## config.mk

```make
export PLATFORM = sky130hd
export DESIGN_NAME = uart_xf
export DESIGN_NICKNAME = d
export VERILOG_FILES = /design/src/core/uart_xf_pkg.sv /design/src/core/uart_xf.sv /design/src/core/uart_xf_tick.sv /design/src/core/uart_xf_mem.sv
export VERILOG_INCLUDE_DIRS = /design/src /design/src/core
export SDC_FILE = /design/constraint.sdc
export NUM_CORES = 1
export LEC_CHECK = 0
export BUFFER_PORTS_ARGS = -buffer_cell sky130_fd_sc_hd__buf_4
export CORE_MARGIN = 3
export CORE_UTILIZATION = 44
export DETAILED_ROUTE_END_ITERATION = 10
export PLACE_DENSITY = 0.66
export SLEW_MARGIN = 20
export SYNTH_ARGS = -nofsm -noshare
export SYNTH_HDL_FRONTEND = slang
export SYNTH_HIERARCHICAL = 1
export SYNTH_SLANG_ARGS = --single-unit
```

## constraint.sdc

```tcl
create_clock -name clk_i -period 4.45 [get_ports clk_i]
set_input_delay 0.89 -clock clk_i [delete_from_list [all_inputs] [get_ports clk_i]]
set_output_delay 0.89 -clock clk_i [all_outputs]
set_load 0.05 [all_outputs]
```

## src/core/uart_xf_regs.svh

```systemverilog
// register offsets, field positions, reset values and timing counts of the extra-features block
`ifndef UART_XF_REGS_SVH
`define UART_XF_REGS_SVH
`define XF_CTRL       6'h00
`define XF_EFR        6'h04
`define XF_PAUSE2     6'h08
`define XF_IEN        6'h0c
`define XF_LSTAT      6'h10
`define XF_MCR        6'h14
`define XF_IST        6'h18
`define XF_ICLR       6'h1c
`define XF_TXD        6'h20
`define XF_RXD        6'h24
`define XF_IRDA       7
`define XF_RSV_HI     6
`define XF_POL        5
`define XF_OWN        4
`define XF_RSV_LO     3
`define XF_TXOFF      2
`define XF_RXOFF      1
`define XF_MDROP      0
`define XF_CTRL_MASK  8'hb7
`define XF_CTRL_RST   8'h00
`define XF_BYTE_RST   8'h00
`define XF_SCD        5
`define XF_MCR_RTS    1
`define XF_EV_RX      0
`define XF_EV_TX      1
`define XF_EV_LS      2
`define XF_EV_RST     3'h0
`define XF_LS_DR      0
`define XF_LS_PE      2
`define XF_LS_TE      5
`define XF_LS_TI      6
`define XF_BAUD_LAST  8'h04
`define XF_OS_LAST    4'hf
`define XF_OS_MID     4'h7
`define XF_IR_NARROW  4'h3
`define XF_IR_WIDE    4'h4
`define XF_LAST_MD    4'h8
`define XF_LAST_STD   4'h7
`define XF_FIFO_AW    4
`define XF_FIFO_FULL  5'h10
`define XF_CNT_RST    5'h00
`define XF_PTR_RST    4'h0
`endif

```

## src/core/uart_xf_pkg.sv

```systemverilog
// types shared by the extra-features block and its helpers
package uart_xf_pkg;
  typedef struct packed {
    logic       ninth;
    logic [7:0] data;
  } char_s;

  typedef enum logic [1:0] {
    TX_IDLE  = 2'b00,
    TX_START = 2'b01,
    TX_DATA  = 2'b10,
    TX_STOP  = 2'b11
  } tx_e;

  typedef enum logic [1:0] {
    RX_IDLE  = 2'b00,
    RX_START = 2'b01,
    RX_DATA  = 2'b10,
    RX_STOP  = 2'b11
  } rx_e;
endpackage

```

## src/core/uart_xf.sv

```systemverilog
// uart extra features: rs-485 direction, multidrop receive, irda pulse, tx/rx disable
`timescale 1ns/1ps
`include "uart_xf_regs.svh"
module uart_xf (
  input  wire logic        clk_i,
  input  wire logic        rst_i,
  input  wire logic        wb_cyc_i,
  input  wire logic        wb_stb_i,
  input  wire logic        wb_we_i,
  input  wire logic [5:0]  wb_adr_i,
  input  wire logic [3:0]  wb_sel_i,
  input  wire logic [31:0] wb_dat_i,
  output logic      [31:0] wb_dat_o,
  output logic             wb_ack_o,
  input  wire logic        rxd_i,
  input  wire logic        hw_flow_en_i,
  input  wire logic        flow_rts_n_i,
  output logic             txd_o,
  output logic             irda_tx_o,
  output logic             rts_n_o,
  output logic             irq_o
);
  function automatic logic hit(input logic [5:0] adr, input logic [5:0] off);
    hit = (adr == off);
  endfunction

  logic [7:0]         ctrl_q, efr_q, pause2_q, mcr_q;
  logic [2:0]         ist_q, ien_q;
  logic               ack_q, rxoff_prev_q, rxd1_q, rxd2_q, tx_ready_q;
  logic [31:0]        rdat_q;
  logic [`XF_FIFO_AW-1:0] t_wp_q, t_rp_q, r_wp_q, r_rp_q;
  logic [4:0]         t_cnt_q, r_cnt_q;
  uart_xf_pkg::tx_e   tx_st_q;
  uart_xf_pkg::rx_e   rx_st_q;
  logic [3:0]         tx_tick_q, tx_bit_q, rx_tick_q, rx_bit_q;
  logic [8:0]         tx_sh_q, rx_sh_q;
  uart_xf_pkg::char_s t_rd, r_rd, t_wd, rx_wd;
  logic               tick;

  // bus slave: one wait state, write and pop happen on the acknowledged edge
  wire acc    = wb_cyc_i & wb_stb_i & ~ack_q;
  wire done   = wb_cyc_i & wb_stb_i & ack_q;
  wire wr     = done & wb_we_i & wb_sel_i[0];
  wire rd     = done & ~wb_we_i;
  assign wb_ack_o = ack_q;
  assign wb_dat_o = rdat_q;

  wire md     = ctrl_q[`XF_MDROP];
  wire rxoff  = ctrl_q[`XF_RXOFF];
  wire txoff  = ctrl_q[`XF_TXOFF];
  wire scd    = efr_q[`XF_SCD];

  // transmit fifo and shifter
  wire t_full  = (t_cnt_q == `XF_FIFO_FULL);
  wire t_empty = (t_cnt_q == `XF_CNT_RST);
  wire tx_push = wr & hit(wb_adr_i, `XF_TXD) & ~t_full;
  wire tx_idle = (tx_st_q == uart_xf_pkg::TX_IDLE);
  // start only on a tick so the start bit gets its full sixteen ticks
  wire tx_load = tx_idle & tx_ready_q & ~txoff & tick;
  wire tx_bend = tick & (tx_tick_q == `XF_OS_LAST);
  wire [3:0] last_bit = md ? `XF_LAST_MD : `XF_LAST_STD;
  wire tx_done = tx_bend & (tx_st_q == uart_xf_pkg::TX_STOP);
  wire tx_busy = tx_push | ~t_empty | ~tx_idle;
  assign t_wd = '{ninth: wb_sel_i[1] & wb_dat_i[8], data: wb_dat_i[7:0]};

  // receive path
  wire r_full  = (r_cnt_q == `XF_FIFO_FULL);
  wire r_empty = (r_cnt_q == `XF_CNT_RST);
  wire rx_pop  = rd & hit(wb_adr_i, `XF_RXD) & ~r_empty;
  wire rx_idle = (rx_st_q == uart_xf_pkg::RX_IDLE);
  wire rx_bend = tick & (rx_tick_q == `XF_OS_LAST);
  wire rx_done = rx_bend & (rx_st_q == uart_xf_pkg::RX_STOP);
  wire addr    = md & rx_sh_q[8];
  wire match   = (rx_sh_q[7:0] == pause2_q);
  wire auto_hit  = rx_done & md & scd & addr & match;
  wire auto_miss = rx_done & md & scd & addr & ~match;
  // normal multidrop keeps addresses even while disabled so software can judge them
  wire keep = md ? (scd ? (addr ? match : ~rxoff) : (addr | ~rxoff)) : ~rxoff;
  wire partial = rxoff & ~rxoff_prev_q & ~md & ~rx_idle;
  wire rx_push = ((rx_done & keep) | partial) & ~r_full;
  // a cut character never counts as an address
  assign rx_wd = '{ninth: addr & ~partial, data: rx_sh_q[7:0]};
  wire rx_start = rx_idle & ~rxd2_q & (md | ~rxoff);

  // events and interrupt
  wire [2:0] ev_set;
  assign ev_set[`XF_EV_RX] = rx_push;
  assign ev_set[`XF_EV_TX] = tx_done & t_empty;
  assign ev_set[`XF_EV_LS] = rx_push & rx_wd.ninth;
  wire [2:0] ev_clr = (wr & hit(wb_adr_i, `XF_ICLR)) ? wb_dat_i[2:0] : `XF_EV_RST;

  // direction pin
  wire own_rts   = ~tx_busy ^ ctrl_q[`XF_POL];
  wire plain_rts = hw_flow_en_i ? flow_rts_n_i : ~mcr_q[`XF_MCR_RTS];
  wire rts_n_d   = ctrl_q[`XF_OWN] ? own_rts : plain_rts;

  // serial outputs
  wire txd_d = (tx_st_q == uart_xf_pkg::TX_START) ? 1'b0 :
               (tx_st_q == uart_xf_pkg::TX_DATA)  ? tx_sh_q[0] : 1'b1;
  wire [3:0] ir_len = ctrl_q[`XF_IRDA] ? `XF_IR_WIDE : `XF_IR_NARROW;
  wire irda_d = ~tx_idle & ~txd_d & (tx_tick_q < ir_len);

  wire [7:0] lstat = {1'b0, tx_idle & t_empty, t_empty, 2'b00,
                      ~r_empty & r_rd.ninth, 1'b0, ~r_empty};
  wire [31:0] rmux =
    hit(wb_adr_i, `XF_CTRL)   ? {24'h0, ctrl_q} :
    hit(wb_adr_i, `XF_EFR)    ? {24'h0, efr_q} :
    hit(wb_adr_i, `XF_PAUSE2) ? {24'h0, pause2_q} :
    hit(wb_adr_i, `XF_IEN)    ? {29'h0, ien_q} :
    hit(wb_adr_i, `XF_LSTAT)  ? {24'h0, lstat} :
    hit(wb_adr_i, `XF_MCR)    ? {24'h0, mcr_q} :
    hit(wb_adr_i, `XF_IST)    ? {29'h0, ist_q} :
    hit(wb_adr_i, `XF_RXD)    ? {23'h0, r_rd} : 32'h0;

  uart_xf_tick u_tick (
    .clk_i  (clk_i),
    .rst_i  (rst_i),
    .tick_o (tick)
  );

  uart_xf_mem u_tx_mem (
    .clk_i (clk_i),
    .we_i  (tx_push),
    .wa_i  (t_wp_q),
    .wd_i  (t_wd),
    .ra_i  (t_rp_q),
    .rd_o  (t_rd)
  );

  uart_xf_mem u_rx_mem (
    .clk_i (clk_i),
    .we_i  (rx_push),
    .wa_i  (r_wp_q),
    .wd_i  (rx_wd),
    .ra_i  (r_rp_q),
    .rd_o  (r_rd)
  );

  always_ff @(posedge clk_i) begin
    if (rst_i) begin
      ack_q  <= 1'b0;
      rdat_q <= 32'h0;
    end else begin
      ack_q  <= acc;
      if (acc) begin
        rdat_q <= wb_we_i ? 32'h0 : rmux;
      end
    end
  end

  always_ff @(posedge clk_i) begin
    if (rst_i) begin
      ctrl_q   <= `XF_CTRL_RST;
      efr_q    <= `XF_BYTE_RST;
      pause2_q <= `XF_BYTE_RST;
      mcr_q    <= `XF_BYTE_RST;
      ien_q    <= `XF_EV_RST;
    end else begin
      if (wr & hit(wb_adr_i, `XF_CTRL)) begin
        ctrl_q <= wb_dat_i[7:0] & `XF_CTRL_MASK;
      end
      // hardware address verdict overrides a same-cycle software write
      if (auto_hit) begin
        ctrl_q[`XF_RXOFF] <= 1'b0;
      end else if (auto_miss) begin
        ctrl_q[`XF_RXOFF] <= 1'b1;
      end
      if (wr & hit(wb_adr_i, `XF_EFR))    efr_q    <= wb_dat_i[7:0];
      if (wr & hit(wb_adr_i, `XF_PAUSE2)) pause2_q <= wb_dat_i[7:0];
      if (wr & hit(wb_adr_i, `XF_MCR))    mcr_q    <= wb_dat_i[7:0];
      if (wr & hit(wb_adr_i, `XF_IEN))    ien_q    <= wb_dat_i[2:0];
    end
  end

  always_ff @(posedge clk_i) begin
    if (rst_i) begin
      ist_q     <= `XF_EV_RST;
      irq_o     <= 1'b0;
      rts_n_o   <= 1'b1;
      txd_o     <= 1'b1;
      irda_tx_o <= 1'b0;
    end else begin
      ist_q     <= (ist_q & ~ev_clr) | ev_set;
      irq_o     <= |(ist_q & ien_q);
      rts_n_o   <= rts_n_d;
      txd_o     <= txd_d;
      irda_tx_o <= irda_d;
    end
  end

  always_ff @(posedge clk_i) begin
    if (rst_i) begin
      t_wp_q  <= `XF_PTR_RST;
      t_rp_q  <= `XF_PTR_RST;
      t_cnt_q <= `XF_CNT_RST;
      r_wp_q  <= `XF_PTR_RST;
      r_rp_q  <= `XF_PTR_RST;
      r_cnt_q <= `XF_CNT_RST;
    end else begin
      if (tx_push) t_wp_q <= t_wp_q + 4'h1;
      if (tx_load) t_rp_q <= t_rp_q + 4'h1;
      t_cnt_q <= t_cnt_q + {4'h0, tx_push} - {4'h0, tx_load};
      if (rx_push) r_wp_q <= r_wp_q + 4'h1;
      if (rx_pop)  r_rp_q <= r_rp_q + 4'h1;
      r_cnt_q <= r_cnt_q + {4'h0, rx_push} - {4'h0, rx_pop};
    end
  end

  // load waits one cycle after the fifo turns non-empty: the memory read is registered
  always_ff @(posedge clk_i) begin
    if (rst_i) begin
      tx_ready_q <= 1'b0;
      tx_st_q    <= uart_xf_pkg::TX_IDLE;
      tx_tick_q  <= 4'h0;
      tx_bit_q   <= 4'h0;
      tx_sh_q    <= 9'h1ff;
    end else begin
      tx_ready_q <= ~t_empty & tx_idle & ~tx_load;
      if (tick) tx_tick_q <= tx_tick_q + 4'h1;
      case (tx_st_q)
        uart_xf_pkg::TX_IDLE: begin
          if (tx_load) begin
            tx_st_q   <= uart_xf_pkg::TX_START;
            tx_sh_q   <= t_rd;
            tx_tick_q <= 4'h0;
          end
        end
        uart_xf_pkg::TX_START: begin
          if (tx_bend) begin
            tx_st_q  <= uart_xf_pkg::TX_DATA;
            tx_bit_q <= 4'h0;
          end
        end
        uart_xf_pkg::TX_DATA: begin
          if (tx_bend) begin
            tx_sh_q  <= {1'b1, tx_sh_q[8:1]};
            tx_bit_q <= tx_bit_q + 4'h1;
            if (tx_bit_q == last_bit) tx_st_q <= uart_xf_pkg::TX_STOP;
          end
        end
        uart_xf_pkg::TX_STOP: begin
          if (tx_bend) tx_st_q <= uart_xf_pkg::TX_IDLE;
        end
        default: tx_st_q <= uart_xf_pkg::TX_IDLE;
      endcase
    end
  end

  always_ff @(posedge clk_i) begin
    if (rst_i) begin
      rxd1_q       <= 1'b1;
      rxd2_q       <= 1'b1;
      rxoff_prev_q <= 1'b0;
      rx_st_q      <= uart_xf_pkg::RX_IDLE;
      rx_tick_q    <= 4'h0;
      rx_bit_q     <= 4'h0;
      rx_sh_q      <= 9'h000;
    end else begin
      rxd1_q       <= rxd_i;
      rxd2_q       <= rxd1_q;
      rxoff_prev_q <= rxoff;
      if (tick) rx_tick_q <= rx_tick_q + 4'h1;
      case (rx_st_q)
        uart_xf_pkg::RX_IDLE: begin
          if (rx_start) begin
            rx_st_q   <= uart_xf_pkg::RX_START;
            rx_tick_q <= 4'h0;
            rx_sh_q   <= 9'h000;
          end
        end
        uart_xf_pkg::RX_START: begin
          if (tick & (rx_tick_q == `XF_OS_MID)) begin
            // realign so later samples land mid-bit; a short glitch is no start
            rx_tick_q <= 4'h0;
            rx_bit_q  <= 4'h0;
            rx_st_q   <= rxd2_q ? uart_xf_pkg::RX_IDLE : uart_xf_pkg::RX_DATA;
          end
        end
        uart_xf_pkg::RX_DATA: begin
          if (rx_bend) begin
            rx_sh_q[rx_bit_q] <= rxd2_q;
            rx_bit_q <= rx_bit_q + 4'h1;
            if (rx_bit_q == last_bit) rx_st_q <= uart_xf_pkg::RX_STOP;
          end
        end
        uart_xf_pkg::RX_STOP: begin
          if (rx_bend) rx_st_q <= uart_xf_pkg::RX_IDLE;
        end
        default: rx_st_q <= uart_xf_pkg::RX_IDLE;
      endcase
      if (partial) rx_st_q <= uart_xf_pkg::RX_IDLE;
    end
  end
endmodule

```

## src/core/uart_xf_tick.sv

```systemverilog
// sixteen-times oversampling enable pulse divided down from clk_i
`timescale 1ns/1ps
`include "uart_xf_regs.svh"
module uart_xf_tick (
  input  wire logic clk_i,
  input  wire logic rst_i,
  output logic      tick_o
);
  logic [7:0] div_q;
  wire        wrap = (div_q == `XF_BAUD_LAST);

  always_ff @(posedge clk_i) begin
    if (rst_i) begin
      div_q  <= 8'h00;
      tick_o <= 1'b0;
    end else begin
      div_q  <= wrap ? 8'h00 : div_q + 8'h01;
      tick_o <= wrap;
    end
  end
endmodule

```

## src/core/uart_xf_mem.sv

```systemverilog
// character store for one fifo; read data leave through a register
`timescale 1ns/1ps
`include "uart_xf_regs.svh"
module uart_xf_mem (
  input  wire logic                    clk_i,
  input  wire logic                    we_i,
  input  wire logic [`XF_FIFO_AW-1:0]  wa_i,
  input  wire uart_xf_pkg::char_s      wd_i,
  input  wire logic [`XF_FIFO_AW-1:0]  ra_i,
  output uart_xf_pkg::char_s           rd_o
);
  uart_xf_pkg::char_s mem_q [0:(1<<`XF_FIFO_AW)-1];

  always_ff @(posedge clk_i) begin
    if (we_i) begin
      mem_q[wa_i] <= wd_i;
    end
    rd_o <= mem_q[ra_i];
  end
endmodule

```

==> impl_metrics.ini, run 1 <==
[outcome]
status = finished clean

[placement]
preCtsSetupSlack_ps = 630
portBuffers = 38
gp_congestion = 0.851
dpl.hpwl_um = 25500

[timing]
hold_viol_final = 0
max_slew_margin = 0.329
fin_crit_ps = 3300
timing.final.crit_share = 0.742
fin_skew_ps = 18.4
fin_ws_ps = 1150
drv_slew = 0
max_freq_mhz = 303
fin_hold_ws_ps = 409
rsz0062_at_grt = false
setup_viol = 0
worst_pin_slew_ps = 999
finalSetupTns_ps = 0

[power]
p_per_area_nw_per_um2 = 396
ir_drop_mv = 0.372
leakagePower_nw = 6.90

[worst_setup_path]
worst-setup-path-type = reg2reg
cp.arrival_ps = 3790
path_depth = 14
path_cells = xnor2_1 -> nand4_1 -> nor2_1 -> o211ai_1 -> ha_1 -> inv_1 -> ha_1 -> inv_1 -> fa_1 -> inv_1 -> a21oi_1 -> nor2_1 -> or3_1 -> a21oi_1
critPathBufInv = 3
critical_path.max_stage_delay_ps = 870
critical_path_required_ps = 4940
ff2ff_path_depth = 14
cp_common_cell = inv_1
crit_family = flip-flops
endpoint_kind = register
crit_fanout = 18
reg2reg_to = r_cnt_q[4]
start_kind = register
reg2reg_slack_ps = 1150
cp_slowest_cell = dfxtp_1
rr_startpoint = rx_sh_q[6]

[logic_synthesis]
syn_area_um2 = 18100
synth_top_flop_cell = edfxtp_1
synth-simple-area-share = 0.0965
synth_compound_area_frac = 0.0770
yosysSeqAreaShare = 0.638
yosysTopAreaCellShare = 0.477
postSynthCellCount = 1278
yosysWarnings = 6
synthMuxAreaShare = 0.112
synth-edff-count = 288
synth_top_family_by_area = multiplexers
synth-xor-area-share = 0.0169
yosysTopAreaCell = edfxtp_1
ys_async_sr_fraction = 0
ys_ff_latch = 433
syn_area_per_cell_um2 = 14.2
netlist_top_cells_area = edfxtp_1, dfxtp_1, mux4_2
yosys.cell_types.count = 83
synth_fa_ha_area_frac = 0.0243

[clocking]
cts_resized = 0
clk_pin_slew_ps = 60
htree_levels = 2
cts_tree = done
numCtsBuffers = 45
postCtsHoldBufs = 0
clk_path_buf_depth = 3
clkLatencyLatePin_ps = 560
cts_sinks = 433
root_buffer = clkbuf_16
post_cts_buffers = 0

[worst_hold_path]
min_from = rxd1_q
min-delay-path-class = reg2reg
worstHoldPathCells = 1
whs_endpoint = rxd2_q

[floorplanning]
die-area_um2 = 43600
num_rows = 73
fp.dieW_um = 209
initial_core_util = 0.451
die-height_um = 209
ios = 87
core_um2 = 40200

[grt]
grt.total_usage = 0.178
overflow = 0
grt_pass1_vias = 10500
grt_max_degree = 53
antenna_found_initial = 0
grt_pass1_wl_um = 60700

[route]
vias = 10800
dr.first_iter.drc_count = 830
routedWlPerCell_um = 20.5
drc = 0
finalWirelength_um = 39200
dr.pass1.iters = 6
avgViaCountPerCell = 5.63
final_antenna_net_count = 0

[final_layout]
nFillCells = 3410
final_layout_size_suffix_gt1_frac = 0.156
antenna_cells = 0
multi_input_area_um2 = 6010
regArea_um2 = 11600
fin_nets = 1434
area_growth_pct = 12.2

[flow_run]
cap_violations = 0
## worst register-to-register path, cell delays in order, from the launching register on
cell      delay [ps]
dfxtp_1          870
xnor2_1          200
nand4_1          160
nor2_1           270
o211ai_1         200
ha_1             330
inv_1             40
ha_1             180
inv_1             70
fa_1             190
inv_1             40
a21oi_1          140
nor2_1            60
or3_1            330
a21oi_1          140
## sequential cells by signal, indices dropped and copies added (netlist names), 5 cells and up, named ones only
name and count:
ctrl_q 6, u_rx_mem/rd_o 9, wb_dat_o 9, u_rx_mem/mem_q 144, u_tx_mem/mem_q 144, rx_sh_q 9, u_tx_mem/rd_o 9, efr_q 8
tx_sh_q 9, u_tick/div_q 8, t_cnt_q 5, r_cnt_q 5, pause2_q 8, mcr_q 8
## logic make-up (layout without fill, tap and decap cells)
kind of cell	count (synthesis)	in the layout
AOI/OAI and AO/OA	210	210
buffers and inverters	111	198
other	1	23
adders and majority gates	34	34
and+or+nand+nor	353	353
xor gates and xnor gates	35	35
muxes	101	101
DFF	433	433
## worst max path at each step
stage                startpoint                    to
floorplan           wb_adr_i[1]  u_tx_mem/mem_q[0][0]
global placement    wb_adr_i[2]            t_cnt_q[4]
detailed placement  wb_adr_i[2]            t_cnt_q[4]
CTS                  rx_sh_q[4]            r_cnt_q[4]
global route         rx_sh_q[6]            r_cnt_q[4]
finish               rx_sh_q[6]            r_cnt_q[4]
## synth_stat cells, types with 4 or more instances
cell and instances:
a211oi_1 4, and3_1 8, nor2_1 93, nand3_1 40, o221ai_1 5, inv_1 32
xor2_1 16, mux2_2 4, a221oi_1 4, nor3b_1 5, o21ai_0 27, o211ai_1 10
edfxtp_1 288, and2_1 8, dfxtp_1 145, mux4_2 42, nand3b_1 4, or3_1 5
a21o_1 4, nand2_1 103, buf_6 6, nand4_1 13, mux4_1 30, buf_4 26
nor4_1 4, nor3_1 15, ha_1 32, buf_2 10, nor2b_1 19, xnor2_1 19
a21oi_1 73, mux2i_1 25, clkbuf_1 25, a22oi_1 43, nand2b_1 12
## placed cells by master (no fill, tap or decap), drive strengths merged, types with 5 or more instances in the layout
| master | count |
|---|---|
| edfxtp | 288 |
| dfxtp | 145 |
| nand2 | 103 |
| nor2 | 96 |
| buf | 81 |
| a21oi | 76 |
| mux4 | 72 |
| clkbuf | 63 |
| a22oi | 43 |
| nand3 | 40 |
| inv | 35 |
| ha | 32 |
| o21ai | 28 |
| mux2i | 25 |
| conb | 23 |
| xnor2 | 19 |
| nor2b | 19 |
| xor2 | 16 |
| nor3 | 16 |
| clkinv | 14 |
| nand4 | 13 |
| nand2b | 12 |
| o211ai | 10 |
| and2 | 8 |
| and3 | 8 |
| a221oi | 6 |
| nor3b | 5 |
| or3 | 5 |
| o221ai | 5 |
| nor4 | 5 |
| a211oi | 5 |
| clkinvlp | 5 |
## cell type report
class                   count  area share
flip-flops and latches    433       0.568
multi-input cells         756       0.296
clock buffers              63      0.0618
well taps                 525      0.0323
repair buffers             81      0.0299
inverters                  33     0.00609
clock inverters            21     0.00579
## through the flow
step                      cells  power, mW  instance area (µm²)   util
after global routing       1912       8.31                20300  0.506
final                      1912       8.04                20300  0.506
after detailed placement   1828       4.65                19000  0.472
after floorplan            1300       4.56                18200      -
after CTS                  1912       8.12                20300  0.506
after global placement     1828       4.64                19000  0.472
## report_power, final
part	leakage [nW]	switching [mW]	internal, mW
clock network	0.669	1.50	1.98
logic	2.40	0.199	0.0754
registers	3.83	0.0144	4.27
total	6.90	1.71	6.33
## routing by layer
layer / vias up / share of wire / track usage
met5: - / 0 / 0
met4: 0 / 0.025 / 0.0508
met3: 67 / 0.062 / 0.0317
met2: 328 / 0.48 / 0.288
met1: 5385 / 0.44 / 0.249
li1: 4977 / - / -
(Power assumes the default switching activity.)
==> inputs of run 2 (changes only) <==
==> constraint.sdc (replaced) <==
create_clock -name clk_i -period 3.35 [get_ports clk_i]
set_input_delay 0.67 -clock clk_i [delete_from_list [all_inputs] [get_ports clk_i]]
set_output_delay 0.67 -clock clk_i [all_outputs]
set_load 0.05 [all_outputs]
==> run 2 against run 1 <==
  * Non-clock buffer count grew 44
  * Die area is the same
  * Final cell count grew 2.3%
  * Register-to-register slack lost 880 ps
  * Clock power grew 45%
  * First-iteration DRC count grew 33%
  * Sequential cell count is the same
  * Clock-buffer cell count grew 1
  * Via count grew 1.9%
  * Critical path depth is the same
==> impl_metrics.ini, run 2 (synthesis results as in run 1) <==
[clocking]
cts_sinks = 433
cts_tree = done
numCtsBuffers = 45
post_cts_buffers = 0
cts_resized = 0
root_buffer = clkbuf_16
htree_levels = 2
clk_path_buf_depth = 3
clk_pin_slew_ps = 60
clkLatencyLatePin_ps = 590
postCtsHoldBufs = 0

[grt]
grt_use_met3 = 0.0305
grt_pass1_vias = 10600
overflow = 0
grt_max_degree = 62
grt_pass1_wl_um = 62400
grt.total_usage = 0.184
use_met2 = 0.301
antenna_found_initial = 0
top_usage_layer = met2
use_met1 = 0.258

[final_layout]
final_util = 0.517
area_growth_pct = 14.8
final_common_cell = edfxtp_1
regArea_um2 = 11600
final_layout_size_suffix_gt1_frac = 0.184
fin_nets = 1478
nFillCells = 3350
multi_input_area_um2 = 6010
antenna_cells = 0
layout_common_cells = edfxtp_1, dfxtp_1, buf_4
reg_top3 = u_rx_mem/mem_q x144, u_tx_mem/mem_q x144
post-route-cell-area_um2 = 20800

[floorplanning]
initial_core_util = 0.451
fp.dieW_um = 209
die-area_um2 = 43600
die-height_um = 209
ios = 87
core_um2 = 40200
num_rows = 73

[worst_hold_path]
min-delay-path-class = in2reg
min_from = rxd_i
worstHoldPathCells = 2
whs_endpoint = rxd1_q

[timing]
worst_pin_slew_ps = 1020
hold_viol_final = 0
fin_skew_ps = 17.7
fin_crit_ps = 3080
setup_viol = 0
max_freq_mhz = 324
timing.final.crit_share = 0.921
drv_slew = 0
max_slew_margin = 0.312
rsz0062_at_grt = false

[worst_setup_path]
crit_fanout = 3
critical_path_required_ps = 3860
cp.arrival_ps = 3590
rr_startpoint = rx_tick_q[0]
reg2reg_slack_ps = 270
worst-setup-path-type = reg2reg
ff2ff_path_depth = 14
endpoint_kind = register
reg2reg_to = r_cnt_q[4]
start_kind = register

[flow_run]
cap_violations = 0

[power]
p_comb_frac = 0.034
p_sw_mw = 2.40
clockPowerShare = 0.453
ir_drop_mv = 0.437
p_per_area_nw_per_um2 = 534
intPower_mw = 8.71
leakagePower_nw = 7.10
switching_share = 0.216
power_frac_seq = 0.513

[outcome]
status = finished clean

[placement]
dpl.hpwl_um = 27000
gp_congestion = 0.920
portBuffers = 38
placed_area_um2 = 19300

[route]
finalWirelength_um = 40600
routedWlPerCell_um = 20.8
avgViaCountPerCell = 5.60
dr.pass1.iters = 6
final_antenna_net_count = 0
vias = 11000
drc = 0
dr.first_iter.drc_count = 1101
## run 2: worst max path at each step
stage,cells after the start,from,slack [ps],to
after floorplan,14,wb_adr_i[1],20,t_cnt_q[4]
after global placement,16,wb_adr_i[1],-80,t_cnt_q[4]
after detailed placement,16,wb_adr_i[1],-170,t_cnt_q[4]
after CTS,14,rx_tick_q[0],300,r_cnt_q[4]
after global routing,14,rx_tick_q[0],2,r_cnt_q[4]
final,14,rx_tick_q[0],270,r_cnt_q[4]
## run 2: area by class of cell
cell class,instances,area share
Tap cell,525,0.0316
Sequential cell,433,0.556
Multi-Input combinational cell,756,0.289
Inverter,33,0.00596
Clock buffer,64,0.0615
Timing Repair Buffer,125,0.0457
Clock inverter,20,0.0106
## run 2: routing by layer
metal	routed length (µm)	vias up
li1	-	5071
met1	17500	5486
met2	19800	343
met3	2460	62
met4	917	0
met5	0	-
## run 2: power by group through the flow
stage | logic (mW) | registers [mW] | clock network [mW]
final | 0.377 | 5.70 | 5.04
after global routing | 0.407 | 5.70 | 5.37
after CTS | 0.379 | 5.70 | 5.16
after detailed placement | 0.378 | 5.81 | 0
after global placement | 0.373 | 5.81 | 0
after floorplan | 0.226 | 5.83 | 0
## run 2: worst max-delay path: stages, from the launching register on
cell	delay, ps
dfxtp_1	360
ha_1	210
nand4_1	150
o32ai_1	560
o211ai_1	210
ha_1	320
inv_1	40
ha_1	180
inv_1	70
fa_1	190
inv_1	40
a21oi_1	140
nor2_1	60
or3_1	340
a21oi_1	130
## run 2: stage by stage
step	TNS [ps]	std cells	hold WS, ps	power [mW]	setup WS (ps)
floorplan	0	1300	389	6.05	23.8
global placement	-83.9	1872	393	6.18	-83.9
detailed placement	-170	1872	400	6.19	-170
CTS	0	1956	246	11.2	299
global route	0	1956	249	11.5	1.92
finish	0	1956	267	11.1	265
